## config.mk

```make
export PLATFORM = sky130hd
export DESIGN_NAME = dss_sync_select
export DESIGN_NICKNAME = d
export VERILOG_FILES = /design/src/common/dss_pkg.sv /design/src/dss_source_mux.sv /design/src/dss_sync_select.sv
export SDC_FILE = /design/constraint.sdc
export NUM_CORES = 1
export LEC_CHECK = 0
export ABC_AREA = 1
export BUFFER_PORTS_ARGS = -buffer_cell sky130_fd_sc_hd__buf_2
export CORE_MARGIN = 5
export CORE_UTILIZATION = 31
export CTS_CLUSTER_DIAMETER = 50
export DETAILED_ROUTE_END_ITERATION = 7
export GPL_TIMING_DRIVEN = 1
export HOLD_SLACK_MARGIN = 0.06
export PLACE_DENSITY = 0.55
export SYNTH_ARGS = -nofsm -noshare
export SYNTH_HDL_FRONTEND = slang
export SYNTH_HIERARCHICAL = 1
export SYNTH_SLANG_ARGS = --single-unit
```

## constraint.sdc

```tcl
create_clock -name clk -period 2.27 [get_ports clk]
set_clock_uncertainty 0.2 [all_clocks]
set_input_delay 0.454 -clock clk [delete_from_list [all_inputs] [get_ports clk]]
set_output_delay 0.454 -clock clk [all_outputs]
set_load 0.02 [all_outputs]
```

## src/common/dss_pkg.sv

```systemverilog
// Package of constants for the alignment source selection block
// Summary of operation
// RULE_01: Offset bank sources: bits 15..12, any combination
// RULE_02: Correction bank sources: bits 7..4, same enables
// RULE_03: Mixer bank sources: bits 15..12 next register
// RULE_04: Oscillator accumulators reset on any enabled source
// RULE_05: Formatter single source: frame, pin, or none
// RULE_06: Software trigger is stored bit 1 level
// RULE_07: FIFO write side sources, reset 0010
// RULE_08: FIFO read side sources, reset 0100
// RULE_09: Divider select: reference or FIFO-input choice
// RULE_10: First select register resets to 0x1111
// RULE_11: Second select register resets to 0x1140
// RULE_12: Third select register resets to 0x2400
// RULE_13: Software keeps reserved bits at reset values
// RULE_14: Bank copies shadow to active in one cycle
package dss_pkg;

   ////////////////////////////////////////////////////////////////////////
   // Register port geometry
   localparam int ADDR_W = 7;              // Register address width
   localparam int DATA_W = 16;             // Register data width

   ////////////////////////////////////////////////////////////////////////
   // Register addresses
   localparam logic [6:0] ADDR_RSVD_1D   = 7'h1d;
   localparam logic [6:0] ADDR_IQ_SEL    = 7'h1e;
   localparam logic [6:0] ADDR_MIX_SEL   = 7'h1f;
   localparam logic [6:0] ADDR_BUF_SEL   = 7'h20;
   localparam logic [6:0] ADDR_RSVD_21   = 7'h21;

   ////////////////////////////////////////////////////////////////////////
   // Reset values
   localparam logic [15:0] RST_RSVD_1D   = 16'h0000;
   localparam logic [15:0] RST_IQ_SEL    = 16'h1111;
   localparam logic [15:0] RST_MIX_SEL   = 16'h1140;
   localparam logic [15:0] RST_BUF_SEL   = 16'h2400;
   localparam logic [15:0] RST_RSVD_21   = 16'h0000;

   ////////////////////////////////////////////////////////////////////////
   // Field positions (least significant bit of each field)
   localparam int OFS_SEL_LSB    = 12;     // Offset bank enables
   localparam int CORR_SEL_LSB   = 4;      // Correction bank enables
   localparam int MIX_SEL_LSB    = 12;     // Mixer bank enables
   localparam int OSC_SEL_LSB    = 4;      // Oscillator enables
   localparam int FMT_SEL_LSB    = 2;      // Formatter two-bit select
   localparam int SW_TRIG_BIT    = 1;      // Software trigger bit
   localparam int FIFO_WR_LSB    = 12;     // FIFO write side enables
   localparam int FIFO_RD_LSB    = 8;      // FIFO read side enables
   localparam int CLKDIV_BIT     = 0;      // Divider source select

   ////////////////////////////////////////////////////////////////////////
   // Bit order inside each four-bit enable field
   localparam int SRC_SW   = 3;            // Software trigger
   localparam int SRC_PIN  = 2;            // Alignment pin
   localparam int SRC_REF  = 1;            // Periodic reference strobe
   localparam int SRC_LOW  = 0;            // Auto write or framing strobe

   ////////////////////////////////////////////////////////////////////////
   // Formatter select codes
   localparam logic [1:0] FMT_FRAME = 2'h0;
   localparam logic [1:0] FMT_PIN   = 2'h1;

endpackage

```

## src/dss_source_mux.sv

```systemverilog
// Enable-gated OR of four alignment source events
module dss_source_mux (
   // Field of per-source enables
   input  wire logic [3:0] enables,
   // Per-source event pulses, same bit order
   input  wire logic [3:0] events,
   // Combined alignment event
   output logic            hit
);

   ////////////////////////////////////////////////////////////////////////
   // Any enabled source fires the target; several may be enabled
   assign hit = |(enables & events);

endmodule

```

## src/dss_sync_select.sv

```systemverilog
// Alignment source selection with select registers and bank loading
module dss_sync_select #(
   parameter int OFS_W  = 32,             // Offset bank width
   parameter int CORR_W = 32,             // Correction bank width
   parameter int MIX_W  = 32              // Mixer bank width
) (
   // Clock and reset
   input  wire logic                      clk,
   input  wire logic                      srst,
   // Register port
   input  wire logic                      regWrEn,
   input  wire logic                      regRdEn,
   input  wire logic [dss_pkg::ADDR_W-1:0] regAddr,
   input  wire logic [dss_pkg::DATA_W-1:0] regWrData,
   output logic      [dss_pkg::DATA_W-1:0] regRdData,
   output logic                           regRdValid,
   // Strobe pins from the host logic
   input  wire logic                      alignPin,
   input  wire logic                      refStrobe,
   input  wire logic                      frameStrobe,
   // Automatic triggers from bank register writes
   input  wire logic                      offsetWritten,
   input  wire logic                      corrWritten,
   input  wire logic                      mixerWritten,
   // Buffered bank values
   input  wire logic [OFS_W-1:0]          offsetShadow,
   input  wire logic [CORR_W-1:0]         corrShadow,
   input  wire logic [MIX_W-1:0]          mixerShadow,
   // Active bank values
   output logic      [OFS_W-1:0]          offsetActive,
   output logic      [CORR_W-1:0]         corrActive,
   output logic      [MIX_W-1:0]          mixerActive,
   // Alignment pulses to the datapath
   output logic                           oscAlign,
   output logic                           fmtAlign,
   output logic                           fifoWrAlign,
   output logic                           fifoRdAlign,
   output logic                           clkDivAlign
);

   ////////////////////////////////////////////////////////////////////////
   // Address match, used by both the write and read paths
   function automatic logic isAddr(
      input logic [dss_pkg::ADDR_W-1:0] a,
      input logic [dss_pkg::ADDR_W-1:0] b
   );
      isAddr = (a == b);
   endfunction

   ////////////////////////////////////////////////////////////////////////
   // Select registers
   logic [15:0] rsvd1dReg;                 // Reserved word, stored only
   logic [15:0] iqSelReg;                  // Offset and correction enables
   logic [15:0] mixSelReg;                 // Mixer, oscillator, formatter
   logic [15:0] bufSelReg;                 // FIFO and divider selects
   logic [15:0] rsvd21Reg;                 // Reserved word, stored only

   // Register writes; reserved bits are stored as written, software
   // is trusted to leave them at reset values
   always_ff @(posedge clk) begin
      if (srst) begin
         rsvd1dReg <= dss_pkg::RST_RSVD_1D; // RULE_13
         iqSelReg  <= dss_pkg::RST_IQ_SEL;  // RULE_10
         mixSelReg <= dss_pkg::RST_MIX_SEL; // RULE_11
         bufSelReg <= dss_pkg::RST_BUF_SEL; // RULE_12
         rsvd21Reg <= dss_pkg::RST_RSVD_21; // RULE_13
      end else if (regWrEn) begin
         // Offset and correction selects
         if (isAddr(regAddr, dss_pkg::ADDR_IQ_SEL)) begin
            iqSelReg <= regWrData;
         end
         // Mixer selects and the software trigger bit
         if (isAddr(regAddr, dss_pkg::ADDR_MIX_SEL)) begin
            mixSelReg <= regWrData;         // RULE_06
         end
         // FIFO and divider selects
         if (isAddr(regAddr, dss_pkg::ADDR_BUF_SEL)) begin
            bufSelReg <= regWrData;
         end
         // Reserved words
         if (isAddr(regAddr, dss_pkg::ADDR_RSVD_1D)) begin
            rsvd1dReg <= regWrData;
         end
         if (isAddr(regAddr, dss_pkg::ADDR_RSVD_21)) begin
            rsvd21Reg <= regWrData;
         end
      end
   end

   ////////////////////////////////////////////////////////////////////////
   // Read path: one cycle latency, unmapped addresses read zero
   always_ff @(posedge clk) begin
      if (srst) begin
         regRdData  <= 16'h0000;
         regRdValid <= 1'b0;
      end else begin
         regRdValid <= regRdEn;
         if (!regRdEn) begin
            regRdData <= regRdData;         // Hold last answer
         end else if (isAddr(regAddr, dss_pkg::ADDR_IQ_SEL)) begin
            regRdData <= iqSelReg;
         end else if (isAddr(regAddr, dss_pkg::ADDR_MIX_SEL)) begin
            regRdData <= mixSelReg;
         end else if (isAddr(regAddr, dss_pkg::ADDR_BUF_SEL)) begin
            regRdData <= bufSelReg;
         end else if (isAddr(regAddr, dss_pkg::ADDR_RSVD_1D)) begin
            regRdData <= rsvd1dReg;
         end else if (isAddr(regAddr, dss_pkg::ADDR_RSVD_21)) begin
            regRdData <= rsvd21Reg;
         end else begin
            regRdData <= 16'h0000;          // Unmapped
         end
      end
   end

   ////////////////////////////////////////////////////////////////////////
   // Pin synchronisers: two flops, then an edge detector on the second
   logic [2:0] pinMeta;                    // First stage, read by stage two
   logic [2:0] pinSync;                    // Second stage
   logic [2:0] pinPrev;                    // Edge detector history
   logic [2:0] pinRise;                    // One-cycle rising edges

   always_ff @(posedge clk) begin
      if (srst) begin
         pinMeta <= 3'h0;
         pinSync <= 3'h0;
         pinPrev <= 3'h0;
      end else begin
         pinMeta <= {frameStrobe, refStrobe, alignPin};
         pinSync <= pinMeta;
         pinPrev <= pinSync;
      end
   end

   assign pinRise = pinSync & ~pinPrev;

   ////////////////////////////////////////////////////////////////////////
   // Software trigger: the stored bit is the level; its rise is the event,
   // so a bit left high fires once and must be cleared to fire again
   logic swPrev;                           // Previous stored bit
   logic swRise;                           // Software trigger event

   always_ff @(posedge clk) begin
      if (srst) begin
         swPrev <= 1'b0;
      end else begin
         swPrev <= mixSelReg[dss_pkg::SW_TRIG_BIT];
      end
   end

   assign swRise = mixSelReg[dss_pkg::SW_TRIG_BIT] & ~swPrev; // RULE_06

   ////////////////////////////////////////////////////////////////////////
   // Event vectors in field bit order: sw, pin, reference, low slot
   logic       pinEv;                      // Alignment pin event
   logic       refEv;                      // Reference strobe event
   logic       frameEv;                    // Framing strobe event
   logic [3:0] ofsEvents;                  // Low slot is auto write
   logic [3:0] corrEvents;
   logic [3:0] mixEvents;
   logic [3:0] frmEvents;                  // Low slot is framing strobe
   logic [3:0] divEvents;                  // Reference slot masked

   assign pinEv      = pinRise[0];
   assign refEv      = pinRise[1];
   assign frameEv    = pinRise[2];
   assign ofsEvents  = {swRise, pinEv, refEv, offsetWritten};
   assign corrEvents = {swRise, pinEv, refEv, corrWritten};
   assign mixEvents  = {swRise, pinEv, refEv, mixerWritten};
   assign frmEvents  = {swRise, pinEv, refEv, frameEv};
   assign divEvents  = {swRise, pinEv, 1'b0, frameEv};

   ////////////////////////////////////////////////////////////////////////
   // Per-target source selection
   logic ofsHit;                           // Offset bank load
   logic corrHit;                          // Correction bank load
   logic mixHit;                           // Mixer bank load
   logic oscHit;                           // Accumulator reset
   logic fifoWrHit;                        // Write pointer align
   logic fifoRdHit;                        // Read pointer align
   logic divFifoHit;                       // Divider via FIFO input field
   logic fmtHit;                           // Formatter align
   logic divHit;                           // Divider align

   dss_source_mux uOfsMux (
      .enables (iqSelReg[dss_pkg::OFS_SEL_LSB +: 4]),  // RULE_01
      .events  (ofsEvents),
      .hit     (ofsHit)
   );

   dss_source_mux uCorrMux (
      .enables (iqSelReg[dss_pkg::CORR_SEL_LSB +: 4]), // RULE_02
      .events  (corrEvents),
      .hit     (corrHit)
   );

   dss_source_mux uMixMux (
      .enables (mixSelReg[dss_pkg::MIX_SEL_LSB +: 4]), // RULE_03
      .events  (mixEvents),
      .hit     (mixHit)
   );

   dss_source_mux uOscMux (
      .enables (mixSelReg[dss_pkg::OSC_SEL_LSB +: 4]), // RULE_04
      .events  (frmEvents),
      .hit     (oscHit)
   );

   dss_source_mux uFifoWrMux (
      .enables (bufSelReg[dss_pkg::FIFO_WR_LSB +: 4]), // RULE_07
      .events  (frmEvents),
      .hit     (fifoWrHit)
   );

   dss_source_mux uFifoRdMux (
      .enables (bufSelReg[dss_pkg::FIFO_RD_LSB +: 4]), // RULE_08
      .events  (frmEvents),
      .hit     (fifoRdHit)
   );

   // Divider follows the FIFO input field, but only frame, pin and sw
   dss_source_mux uDivMux (
      .enables (bufSelReg[dss_pkg::FIFO_WR_LSB +: 4]), // RULE_09
      .events  (divEvents),
      .hit     (divFifoHit)
   );

   // Formatter takes a single source; codes two and three disable it
   always_comb begin
      case (mixSelReg[dss_pkg::FMT_SEL_LSB +: 2])
         dss_pkg::FMT_FRAME: fmtHit = frameEv; // RULE_05
         dss_pkg::FMT_PIN:   fmtHit = pinEv;   // RULE_05
         default:            fmtHit = 1'b0;    // RULE_05
      endcase
   end

   // Divider source: reference strobe, or the FIFO input choice
   assign divHit = bufSelReg[dss_pkg::CLKDIV_BIT] ? divFifoHit
                                                  : refEv; // RULE_09

   ////////////////////////////////////////////////////////////////////////
   // Double-buffered banks: whole bank copied on one edge so that all
   // fields take effect together
   always_ff @(posedge clk) begin
      if (srst) begin
         offsetActive <= '0;
      end else if (ofsHit) begin
         offsetActive <= offsetShadow;     // RULE_14
      end
   end

   always_ff @(posedge clk) begin
      if (srst) begin
         corrActive <= '0;
      end else if (corrHit) begin
         corrActive <= corrShadow;         // RULE_14
      end
   end

   always_ff @(posedge clk) begin
      if (srst) begin
         mixerActive <= '0;
      end else if (mixHit) begin
         mixerActive <= mixerShadow;       // RULE_14
      end
   end

   ////////////////////////////////////////////////////////////////////////
   // Alignment pulses, registered so the datapath sees clean one-cycle
   // strobes; costs one cycle of latency against the event
   always_ff @(posedge clk) begin
      if (srst) begin
         oscAlign    <= 1'b0;
         fmtAlign    <= 1'b0;
         fifoWrAlign <= 1'b0;
         fifoRdAlign <= 1'b0;
         clkDivAlign <= 1'b0;
      end else begin
         oscAlign    <= oscHit;            // RULE_04
         fmtAlign    <= fmtHit;            // RULE_05
         fifoWrAlign <= fifoWrHit;         // RULE_07
         fifoRdAlign <= fifoRdHit;         // RULE_08
         clkDivAlign <= divHit;            // RULE_09
      end
   end

endmodule

```

# Word-level counts from Yosys, hierarchy flattened
# Index checks and enable logic that the tools add are counted.
# word_totals
ff_bits	208
mem_count	0
mem_bits_rw	0
latchBits	0
output_inout_bits	118
mem_bits_ro	0
input_bits	129
word_cells	56
# classes
n_lt_le_gt_ge	0
multipliers	0
reduce_logical	13
div_mod_pow	0
n_addsub	0
bitwise	11
n_mux	7
eq_ne	6
n_shift	0
# ops
cell	n
$mux 16	5
$and 4x4->4	7
$reduce_or 4->1	7
$eq 7x5->1 const B	3
$eq 7x6->1 const B	2
$reduce_and 2->1	5
$and 3x3->3	1
$not 3->3	1
$eq 2x1->1 const B	1
$logic_not 2->1	1
$pmux 1 s2	1
$and 1x1->1	1
$mux 1	1
$not 1->1	1

# Depth between registers and ports, before layout
# Gate-level depths: netlist of run 1.
# logic_depth
ltp_word	6
mapped_depth	10
depth_no_buf	9

# Cells and area by module
# Netlist of run 1, hierarchy kept.
# by_module_without_submodules
mod	area_each_um2	instances	seq_area_each_um2	cells_per_inst
dss_sync_select	7882.6	1	4164.0	1030
dss_source_mux	33.8	7	0.0	9

# Worst setup path after synthesis of run 1
# Ideal clock, no wire load.
# synth_path
kind	input to register
from	input regAddr[4] (netlist bit)
to	register rsvd21Reg[11]
required_ps	1942
stages	7
n_path_buf	1
t_arrival_ps	1370
setup_ps	128
path_slack_ps	572
path_cell_list	inv_1 > nand2_1 > nor2_2 > nand3_1 > clkbuf_1 > o21ai_0 > a21oi_1
# synth_between
elab_chain_len	2
# synth_rtl
element	line	text
from (decl)	dss_sync_select.sv:13	input wire logic [dss_pkg::ADDR_W-1:0] regAddr,
$eq 7x6->1	dss_sync_select.sv:47	isAddr = (a == b);
$reduce_and 2->1 (no source line)	--	
to (signal assigned)	dss_sync_select.sv:66	rsvd21Reg <= dss_pkg::RST_RSVD_21;
to (signal assigned)	dss_sync_select.sv:85	rsvd21Reg <= regWrData;
to (decl)	dss_sync_select.sv:56	logic [15:0] rsvd21Reg;
# No other way between the ends.
# A chain may end at the register's enable or synchronous reset.

# Worst setup path after layout of run 1
# layout_path
from	register pinSync[0]
to	register mixerActive[4]
# layout_between
elab_chain_len	3
# layout_rtl
element	line	text
from (decl)	dss_sync_select.sv:119	logic [2:0] pinSync;
from (signal assigned)	dss_sync_select.sv:130	pinSync <= pinMeta;
$and 3x3->3	dss_sync_select.sv:135	assign pinRise = pinSync & ~pinPrev;
named net pinRise[0]	dss_sync_select.sv:121	logic [2:0] pinRise;
$and 4x4->4	dss_source_mux.sv:13	assign hit = |(enables & events);
$reduce_or 4->1	dss_source_mux.sv:13	
named net mixHit	dss_sync_select.sv:177	logic mixHit;
to (signal assigned)	dss_sync_select.sv:264	mixerActive <= mixerShadow;
to (decl)	dss_sync_select.sv:32	output logic [MIX_W-1:0] mixerActive,
# The timed path passes the listed nets, and every way through them passes these cells.

==> results of run 1 <==
[kinds of logic (layout without fill, tap and decap cells)]
group                  count (synthesis)  in the layout  synth area share, %
other                                  1              5               0.0462
AND/OR/NAND/NOR                      448            448                 23.1
flip-flops                           208            208                 51.3
AO/OA/AOI/OAI                        277            277                 17.8
buffers and inverters                159            532                 7.83
[report_power, final]
| part | switching (mW) | internal [mW] | total [mW] | leakage (nW) |
|---|---|---|---|---|
| sequential | 0.0616 | 3.79 | 3.86 | 1.70 |
| combinational | 0.601 | 0.430 | 1.03 | 3.50 |
| clock | 1.65 | 2.69 | 4.34 | 0.452 |
| total | 2.31 | 6.92 | 9.23 | 5.65 |
[layout make-up]
class	instances	area [um2]
Inverter	87	329
Antenna cell	4	10.0
Timing Repair Buffer	395	2750
Multi-Input combinational cell	726	3320
Clock inverter	14	145
Tap cell	335	419
Clock buffer	36	792
Fill cell	2536	14000
Sequential cell	208	4160
[registers in the layout, summed over array words and instances, names as in the netlist]
name / flops
bufSelReg: 16
clkDivAlign: 1
corrActive: 32
fifoRdAlign: 1
fifoWrAlign: 1
fmtAlign: 1
iqSelReg: 16
mixSelReg: 16
mixerActive: 32
offsetActive: 32
oscAlign: 1
pinMeta: 3
pinPrev: 3
pinSync: 3
regRdData: 16
regRdValid: 1
rsvd1dReg: 16
rsvd21Reg: 16
swPrev: 1
[what timing repair did]
item,CTS,global route
hold buffers,116,0
endpoints found under the hold margin,146,0
setup buffers,0,0
[layout by cell type (no fill, tap or decap), drive strengths merged, types with 3 or more instances in the layout]
| cell | n |
|---|---|
| buf | 279 |
| dlygate4sd3 | 116 |
| nand3 | 98 |
| clkinvlp | 4 |
| dfxtp | 208 |
| o211ai | 7 |
| inv | 89 |
| diode | 4 |
| clkbuf | 36 |
| nor2 | 226 |
| o21bai | 16 |
| nor3 | 4 |
| nand3b | 3 |
| o21ai | 168 |
| nand2 | 116 |
| a21oi | 86 |
| clkinv | 6 |
[per-stage QoR]
step	power, mW	std cells	cell area [um2]	hold slack (ps)
after floorplan	4.40	1093	8120	188
after global placement	4.79	1635	9820	203
after detailed placement	4.80	1635	9820	203
after CTS	9.34	1801	11900	93.9
after global routing	9.63	1804	11900	117
final	9.23	1805	11900	105
[worst register-to-register path, delay by kind of cell, from the launching register on]
family / cells / cell delay [ps]
AO/OA/AOI/OAI: 1 / 160
buffers and inverters: 3 / 410
flip-flops: 1 / 310
AND/OR/NAND/NOR: 5 / 800
[routing by layer]
metal | global-route usage (%) | up-vias
met5 | 0 | -
met4 | 4.85 | 0
met3 | 4.53 | 44
met2 | 29.4 | 313
met1 | 23.3 | 3821
li1 | - | 4274
[path summary, 6_finish.rpt]
path | depth (start not counted) | to | start
worst max-delay path | 9 | mixerActive[4] | pinSync[0]
worst min-delay path | 4 | bufSelReg[0] | srst
worst max register to register | 9 | mixerActive[4] | pinSync[0]
worst min register to register | 2 | pinSync[1] | pinMeta[1]
==> flow_metrics.env, run 1 <==
export IMPL_peakVddDrop_mv=0.551
export IMPL_cts_max_level=1
export IMPL_start_util_pct=31.3
export IMPL_drt_iter0_markers=486
export IMPL_cts_root_buf="clkbuf_16"
export IMPL_clkTransAtPathRegs_ps=50
export IMPL_finalSetupTns_ps=0
export IMPL_cts_tree="yes"
export IMPL_nets=1575
export IMPL_timing_final_ws_setup_ps=311
export IMPL_first_pass_iters=5
export IMPL_power_leakage_nw=5.65
export IMPL_die_w_um=172
export IMPL_synth_nets=1222
export IMPL_drv_slew=0
export IMPL_dp_hpwl_um=18100
export IMPL_crit_fanout=32
export IMPL_synthTopCellsByCount="nor2_1 (220), dfxtp_1 (208), o21ai_0 (154)"
export IMPL_crit_type="reg2reg"
export IMPL_netlist_area_leader_share_pct=51.3
export IMPL_m1WireLength_um=11800
export IMPL_cpMostUsedCell="nand2_1"
export IMPL_via_per_inst=4.68
export IMPL_ys_seq_area_share_pct=51.3
export IMPL_mappedNetlistArea_um2=8120
export IMPL_grt_overflow_total=0
export IMPL_grt_pass1_vias=8277
export IMPL_status="completed"
export IMPL_utilization_pct=46.0
export IMPL_gp_congestion=0.802
export IMPL_grtUsageTotal_pct=17.8
export IMPL_period_minus_slack_ps=1960
export IMPL_hold_class="in2reg"
export IMPL_drv_cap=0
export IMPL_yosysWarnings=6
export IMPL_fin_crit_sh_pct=86.3
export IMPL_hold_viol_final=0
export IMPL_setup_viol=0
export IMPL_clock_latency_ps=530
export IMPL_cts_resized=0
export IMPL_cts_made_buffers=28
export IMPL_fmax_mhz=510
export IMPL_pre_cts_ws_ps=231
export IMPL_path_buf_inv=3
export IMPL_start_kind="flip-flop"
export IMPL_drc=0
export IMPL_die_y_um=172
export IMPL_syn_instance_count=1093
export IMPL_io_pins=247
export IMPL_num_vias=8452
export IMPL_routed_top_layer="met4"
export IMPL_p_per_area_nw_per_um2=774
export IMPL_crit_slowest_cell="nor2_1"
export IMPL_synth_top_area_cell="dfxtp_1"
export IMPL_ff2ff_setup_slack_ps=310
export IMPL_crit_arrival_ps=2210
export IMPL_cts_buffer_depth=3
export IMPL_synth_ff_latch_count=208
export IMPL_detail_route_antenna_nets=0
export IMPL_crit_family="simple AND/OR/NAND/NOR gates"
export IMPL_ys_types=25
export IMPL_final_layout_size_suffix_gt1_share_pct=23.1
export IMPL_wl_met3_um=2110
export IMPL_synth_edf_count=0
export IMPL_rows=59
export IMPL_synth_area_per_cell_um2=7.43
export IMPL_core_um2=25900
export IMPL_grt_max_degree=63
export IMPL_yosysMostFrequentCell="nor2_1"
export IMPL_endpoint_kind="flip-flop"
export IMPL_slowest_delay_ps=370
export IMPL_drt_wirelength_per_cell_um=15.1
export IMPL_synthFlopType="dfxtp_1"
export IMPL_cp_cell_sequence="inv_1 > nor2_1 > nand2_1 > nand2_1 > inv_1 > nand2_1 > buf_4 > o21ai_0 > nor2_1"
export IMPL_area_growth_pct=47.0
export IMPL_io_buffers=246
export IMPL_synth_area_leaders="dfxtp_1 (51%), nor2_1 (10%), o21ai_0 (9.5%), nand3_1 (6.0%), nand2_1 (5.3%)"
export IMPL_cts_sinks=208
export IMPL_grt_pass1_wl_um=43200
export IMPL_required_ps=2520
export IMPL_die_area_um2=29500
export IMPL_rsz0062_at_grt="false"
export IMPL_antenna_found_initial=3
export IMPL_wl_um=27300
export IMPL_wl_met2_um=12700
export IMPL_synthArstFlopShare_pct=0
No activity file was read; power rests on OpenSTA's default activity.
==> inputs of run 2 (changes only) <==
--- a/config.mk
+++ b/config.mk
@@ -14,6 +14,7 @@
 export GPL_TIMING_DRIVEN = 1
 export HOLD_SLACK_MARGIN = 0.06
 export PLACE_DENSITY = 0.55
+export RECOVER_POWER = 50
 export SYNTH_ARGS = -nofsm -noshare
 export SYNTH_HDL_FRONTEND = slang
 export SYNTH_HIERARCHICAL = 1
==> run 2 against run 1 <==
Effect of this change: the run now ends with capacitance limit, slew limit left; wire length grew 0.19%; combinational power hardly changed; fmax shrank 5.5%; total power decreased by 0.24%; worst setup slack worse by 110 ps; hold slack gained 40 ps.
==> flow_metrics.env, run 2 (synthesis results as in run 1) <==
export IMPL_area_growth_pct=45.2
export IMPL_crit_fanout=11
export IMPL_io_pins=247
export IMPL_fill_cells=2569
export IMPL_timing_final_ws_setup_ps=196
export IMPL_setup_viol=0
export IMPL_detail_route_antenna_nets=0
export IMPL_via_per_inst=4.67
export IMPL_grt_pass1_wl_um=43200
export IMPL_grt_overflow_total=0
export IMPL_violations="capacitance limit, slew limit"
export IMPL_clock_latency_ps=530
export IMPL_clkTransAtPathRegs_ps=50
export IMPL_die_y_um=172
export IMPL_fin_crit_sh_pct=91.4
export IMPL_layout_commonest_cell="nor2_1"
export IMPL_rows=59
export IMPL_startpoint="regAddr[3]"
export IMPL_p_per_area_nw_per_um2=781
export IMPL_drt_iter0_markers=515
export IMPL_rsz0062_at_grt="false"
export IMPL_dp_hpwl_um=18100
export IMPL_first_pass_iters=5
export IMPL_cts_made_buffers=28
export IMPL_cts_root_buf="clkbuf_16"
export IMPL_multi_input_area_um2=3300
export IMPL_slowest_delay_ps=790
export IMPL_crit_arrival_ps=2310
export IMPL_die_w_um=172
export IMPL_crit_slowest_cell="nor2_1"
export IMPL_final_layout_size_suffix_gt1_share_pct=18.8
export IMPL_status="complete, but fails checks"
export IMPL_worst_pin_slew_ps=1630
export IMPL_crit_family="simple AND/OR/NAND/NOR gates"
export IMPL_antenna_found_initial=3
export IMPL_power_leakage_nw=5.44
export IMPL_r2r_start="pinSync[0]"
export IMPL_pre_cts_ws_ps=231
export IMPL_cts_buffer_depth=3
export IMPL_grtUsageTotal_pct=17.8
export IMPL_slew_headroom_pct=-8.41
export IMPL_regArea_um2=4160
export IMPL_start_kind="input port"
export IMPL_peakVddDrop_mv=0.553
export IMPL_cts_resized=0
export IMPL_grt_pass1_vias=8277
export IMPL_drv_cap=1
export IMPL_cts_max_level=1
export IMPL_reg_top3="corrActive x32, mixerActive x32, offsetActive x32"
export IMPL_hold_class="in2reg"
export IMPL_num_vias=8427
export IMPL_fmax_mhz=482
export IMPL_period_minus_slack_ps=2070
export IMPL_crit_type="in2reg"
export IMPL_gp_congestion=0.802
export IMPL_required_ps=2510
export IMPL_start_util_pct=31.3
export IMPL_layout_common_cells="nor2_1 (221), dfxtp_1 (208), buf_2 (190)"
export IMPL_hp_start="regWrEn"
export IMPL_power_mw=9.21
export IMPL_path_buf_inv=3
export IMPL_core_um2=25900
export IMPL_die_area_um2=29500
export IMPL_nets=1575
export IMPL_cpMostUsedCell="nand3_1"
export IMPL_drv_slew=36
export IMPL_hold_viol_final=0
export IMPL_wl_um=27300
export IMPL_cp_cell_sequence="buf_2 > inv_1 > nand2_1 > nor2_1 > clkbuf_2 > nand3_1 > nand3_1 > o21bai_1 > a21oi_1"
export IMPL_drc=0
export IMPL_finalSetupTns_ps=0
export IMPL_drt_wirelength_per_cell_um=15.1
export IMPL_cts_tree="yes"
export IMPL_io_buffers=246
export IMPL_cts_sinks=208
export IMPL_endpoint_kind="flip-flop"
export IMPL_grt_max_degree=63
-- run 2: changes by cell type in the layout (fill, tap and decap cells not counted), moves of 3 or more --
cell      change
clkbuf_2      +4
buf_12        -3
buf_2        -56
o21ai_1       -5
clkbuf_1     +59
o21ai_0       +5
buf_4         -6
-- run 2: per-stage QoR --
| step | instances | instance area [um2] | util, % | hold WS [ps] |
|---|---|---|---|---|
| final | 1805 | 11800 | 45.5 | 145 |
| after global routing | 1804 | 11800 | 45.5 | 187 |
| after CTS | 1801 | 11900 | 46.0 | 93.9 |
| after detailed placement | 1635 | 9820 | 37.9 | 203 |
| after global placement | 1635 | 9820 | 37.9 | 203 |
| after floorplan | 1093 | 8120 | - | 188 |
-- run 2: worst min-delay path, stage by stage --
cell,delay [ps]
buf_2,150
inv_1,90
nor3_1,50
nor2_1,80
-- run 2: cell type report --
class                           instances  share of cell area [%]
Inverter                               87                    2.79
Antenna cell                            4                  0.0849
Clock buffer                           36                    6.72
Timing Repair Buffer                  395                    22.3
Sequential cell                       208                    35.3
Tap cell                              335                    3.56
Multi-Input combinational cell        726                    28.0
Clock inverter                         14                    1.23
-- run 2: power breakdown --
group	switching [mW]	leakage, nW	internal, mW
clock	1.65	0.452	2.69
sequential	0.0633	1.70	3.79
combinational	0.599	3.28	0.410
total	2.31	5.44	6.90
-- run 2: repair_timing --
action                    4_1_cts  5_1_grt
hold buffers                  116        0
setup buffers                   0        0
hold endpoints to repair      146        0
-- run 2: worst paths after layout --
path               endpoint  slack, ps  depth (start not counted)
max           regRdData[13]        200                          9
min reg2reg      pinSync[1]        210                          2
min           rsvd1dReg[15]        150                          4
max reg2reg  mixerActive[4]        280                          9
-- run 2: layer usage --
metal  share of wire, %  GRT usage (%)  vias up
li1                   -              -     4278
met4                2.6           4.85        0
met2                 46           29.4      293
met5                  0              0        -
met1                 44           23.3     3805
met3                7.4           4.53       51
==> inputs of run 3 (changes only) <==
--- a/config.mk
+++ b/config.mk
@@ -7,7 +7,7 @@
 export LEC_CHECK = 0
 export ABC_AREA = 1
 export BUFFER_PORTS_ARGS = -buffer_cell sky130_fd_sc_hd__buf_2
-export CORE_MARGIN = 5
+export CORE_MARGIN = 3
 export CORE_UTILIZATION = 31
 export CTS_CLUSTER_DIAMETER = 50
 export DETAILED_ROUTE_END_ITERATION = 7
@@ -15,6 +15,7 @@
 export HOLD_SLACK_MARGIN = 0.06
 export PLACE_DENSITY = 0.55
 export RECOVER_POWER = 50
+export SLEW_MARGIN = 20
 export SYNTH_ARGS = -nofsm -noshare
 export SYNTH_HDL_FRONTEND = slang
 export SYNTH_HIERARCHICAL = 1
==> constraint.sdc (replaced) <==
create_clock -name clk -period 2.1 [get_ports clk]
set_clock_uncertainty 0.2 [all_clocks]
set_input_delay 0.42 -clock clk [delete_from_list [all_inputs] [get_ports clk]]
set_output_delay 0.42 -clock clk [all_outputs]
set_load 0.02 [all_outputs]
==> run 3 against run 2 <==
Effect of this change: the run now ends clean; worst setup slack worse by 27 ps; wire length up 2.2%; clock power up 5.5%; combinational power up 9%; sequential cell count unchanged; via count up 0.53%; sequential share of layout area up 0.16 points; critical path depth down 2; core utilization up 0.58 points; critical path type unchanged.
==> flow_metrics.env, run 3 (synthesis results as in run 1) <==
export IMPL_setup_viol=0
export IMPL_cts_made_buffers=27
export IMPL_final_layout_size_suffix_gt1_share_pct=18.5
export IMPL_io_pins=247
export IMPL_layout_commonest_cell="nor2_1"
export IMPL_fill_cells=2574
export IMPL_start_kind="input port"
export IMPL_hold_path_end="rsvd1dReg[15]"
export IMPL_gp_congestion=0.794
export IMPL_clock_latency_ps=520
export IMPL_reg2reg_depth=10
export IMPL_die_area_um2=28200
export IMPL_min_path_cells=4
export IMPL_grt_max_degree=66
export IMPL_drt_wirelength_per_cell_um=15.5
export IMPL_start_util_pct=31.9
export IMPL_period_minus_slack_ps=1930
export IMPL_hold_class="in2reg"
export IMPL_grt_overflow_total=0
export IMPL_finalSetupTns_ps=0
export IMPL_fin_hold_ws_ps=111
export IMPL_rr_endpoint="corrActive[2]"
export IMPL_endpoint_kind="flip-flop"
export IMPL_crit_fanout=20
export IMPL_p_sw_mw=2.40
export IMPL_clkTransAtPathRegs_ps=60
export IMPL_area_growth_pct=44.6
export IMPL_peakVddDrop_mv=0.731
export IMPL_fmax_mhz=518
export IMPL_antenna_found_initial=1
export IMPL_reg_top3="corrActive x32, mixerActive x32, offsetActive x32"
export IMPL_layout_common_cells="nor2_1 (221), dfxtp_1 (208), buf_2 (191)"
export IMPL_ff2ff_setup_slack_ps=200
export IMPL_wl_um=27900
export IMPL_via_per_inst=4.71
export IMPL_grtUsageTotal_pct=19.0
export IMPL_drv_slew=0
export IMPL_r2r_start="pinSync[0]"
export IMPL_fin_crit_sh_pct=91.9
export IMPL_first_pass_iters=5
export IMPL_hold_viol_final=0
export IMPL_cts_sinks=208
export IMPL_crit_arrival_ps=2100
export IMPL_cts_root_buf="clkbuf_16"
export IMPL_dp_hpwl_um=18300
export IMPL_pwr_share_seq_pct=42.4
export IMPL_io_buffers=246
export IMPL_crit_type="in2reg"
export IMPL_design_area_um2=11700
export IMPL_rsz0062_at_grt="false"
export IMPL_core_um2=25500
export IMPL_drt_iter0_markers=515
export IMPL_drc=0
export IMPL_hp_start="regWrEn"
export IMPL_dpl_cell_area_um2=9820
export IMPL_grt_pass1_wl_um=44000
export IMPL_pwr_share_clk_pct=46.5
export IMPL_required_ps=2270
export IMPL_slew_headroom_pct=46.0
export IMPL_grt_pass1_vias=8195
export IMPL_status="completed"
export IMPL_detail_route_antenna_nets=0
export IMPL_p_comb_share_pct=11.1
export IMPL_netSwitchingFraction_pct=24.4
export IMPL_cts_buffer_depth=3
export IMPL_die_y_um=168
export IMPL_worst_pin_slew_ps=810
export IMPL_p_per_area_nw_per_um2=840
export IMPL_power_leakage_nw=5.41
export IMPL_nets=1577
export IMPL_cts_max_level=1
export IMPL_die_w_um=168
export IMPL_num_vias=8472
export IMPL_p_int_mw=7.45
export IMPL_cts_tree="yes"
export IMPL_drv_cap=0
export IMPL_rows=58
run 3: worst max path at each step:
stage                     depth (start not counted)    startpoint  slack (ps)              end
final                                             7    regAddr[5]         170     regRdData[8]
after global routing                              9  mixSelReg[1]          50    corrActive[2]
after CTS                                        10    pinSync[1]         260  mixerActive[25]
after detailed placement                          7    regAddr[5]         190     regRdData[8]
after floorplan                                   7    regAddr[4]         440    rsvd21Reg[11]
after global placement                            9    regAddr[4]         190    regRdData[15]
run 3: layer usage:
metal	vias up	track usage, %	part of all wire [%]
met5	-	0	0
met4	0	5.80	3.1
met3	57	4.04	7.0
met2	318	32.7	48
met1	3835	23.9	42
li1	4262	-	-
run 3: timing repair:
action | CTS | global route
gates resized for setup | 0 | 0
setup buffers | 0 | 0
hold buffers | 115 | 0
endpoints found under the hold margin | 162 | 0
run 3: power groups by stage:
stage	clock network, mW	logic, mW	registers [mW]
after floorplan	0	0.344	4.42
after global placement	0	0.942	4.25
after detailed placement	0	0.946	4.25
after CTS	4.71	1.11	4.17
after global routing	4.85	1.20	4.19
final	4.58	1.10	4.17
run 3: area by class of cell:
type / instances / area, um2 / area share, %
antenna: 1 / 2.50 / 0.0213
clock buffer: 40 / 774 / 6.60
clock inverter: 8 / 123 / 1.04
inverter: 87 / 329 / 2.80
multi-input combinational: 726 / 3300 / 28.1
sequential: 208 / 4160 / 35.5
tap: 330 / 413 / 3.52
timing repair buffer: 398 / 2630 / 22.4
run 3: through the flow:
stage | utilization [%] | total power [mW] | instances | setup WS (ps)
after floorplan | - | 4.76 | 1093 | 436
after global placement | 38.6 | 5.19 | 1634 | 194
after detailed placement | 38.6 | 5.19 | 1634 | 189
after CTS | 46.6 | 9.99 | 1797 | 258
after global routing | 46.1 | 10.2 | 1798 | 46.1
final | 46.1 | 9.85 | 1798 | 169
run 3: worst max-delay path: stages:
cell      delay, ps
clkbuf_1        100
nor3_1          630
clkbuf_2        520
nand3b_1        120
nand2_1          70
o21bai_1        140
a21oi_1          90
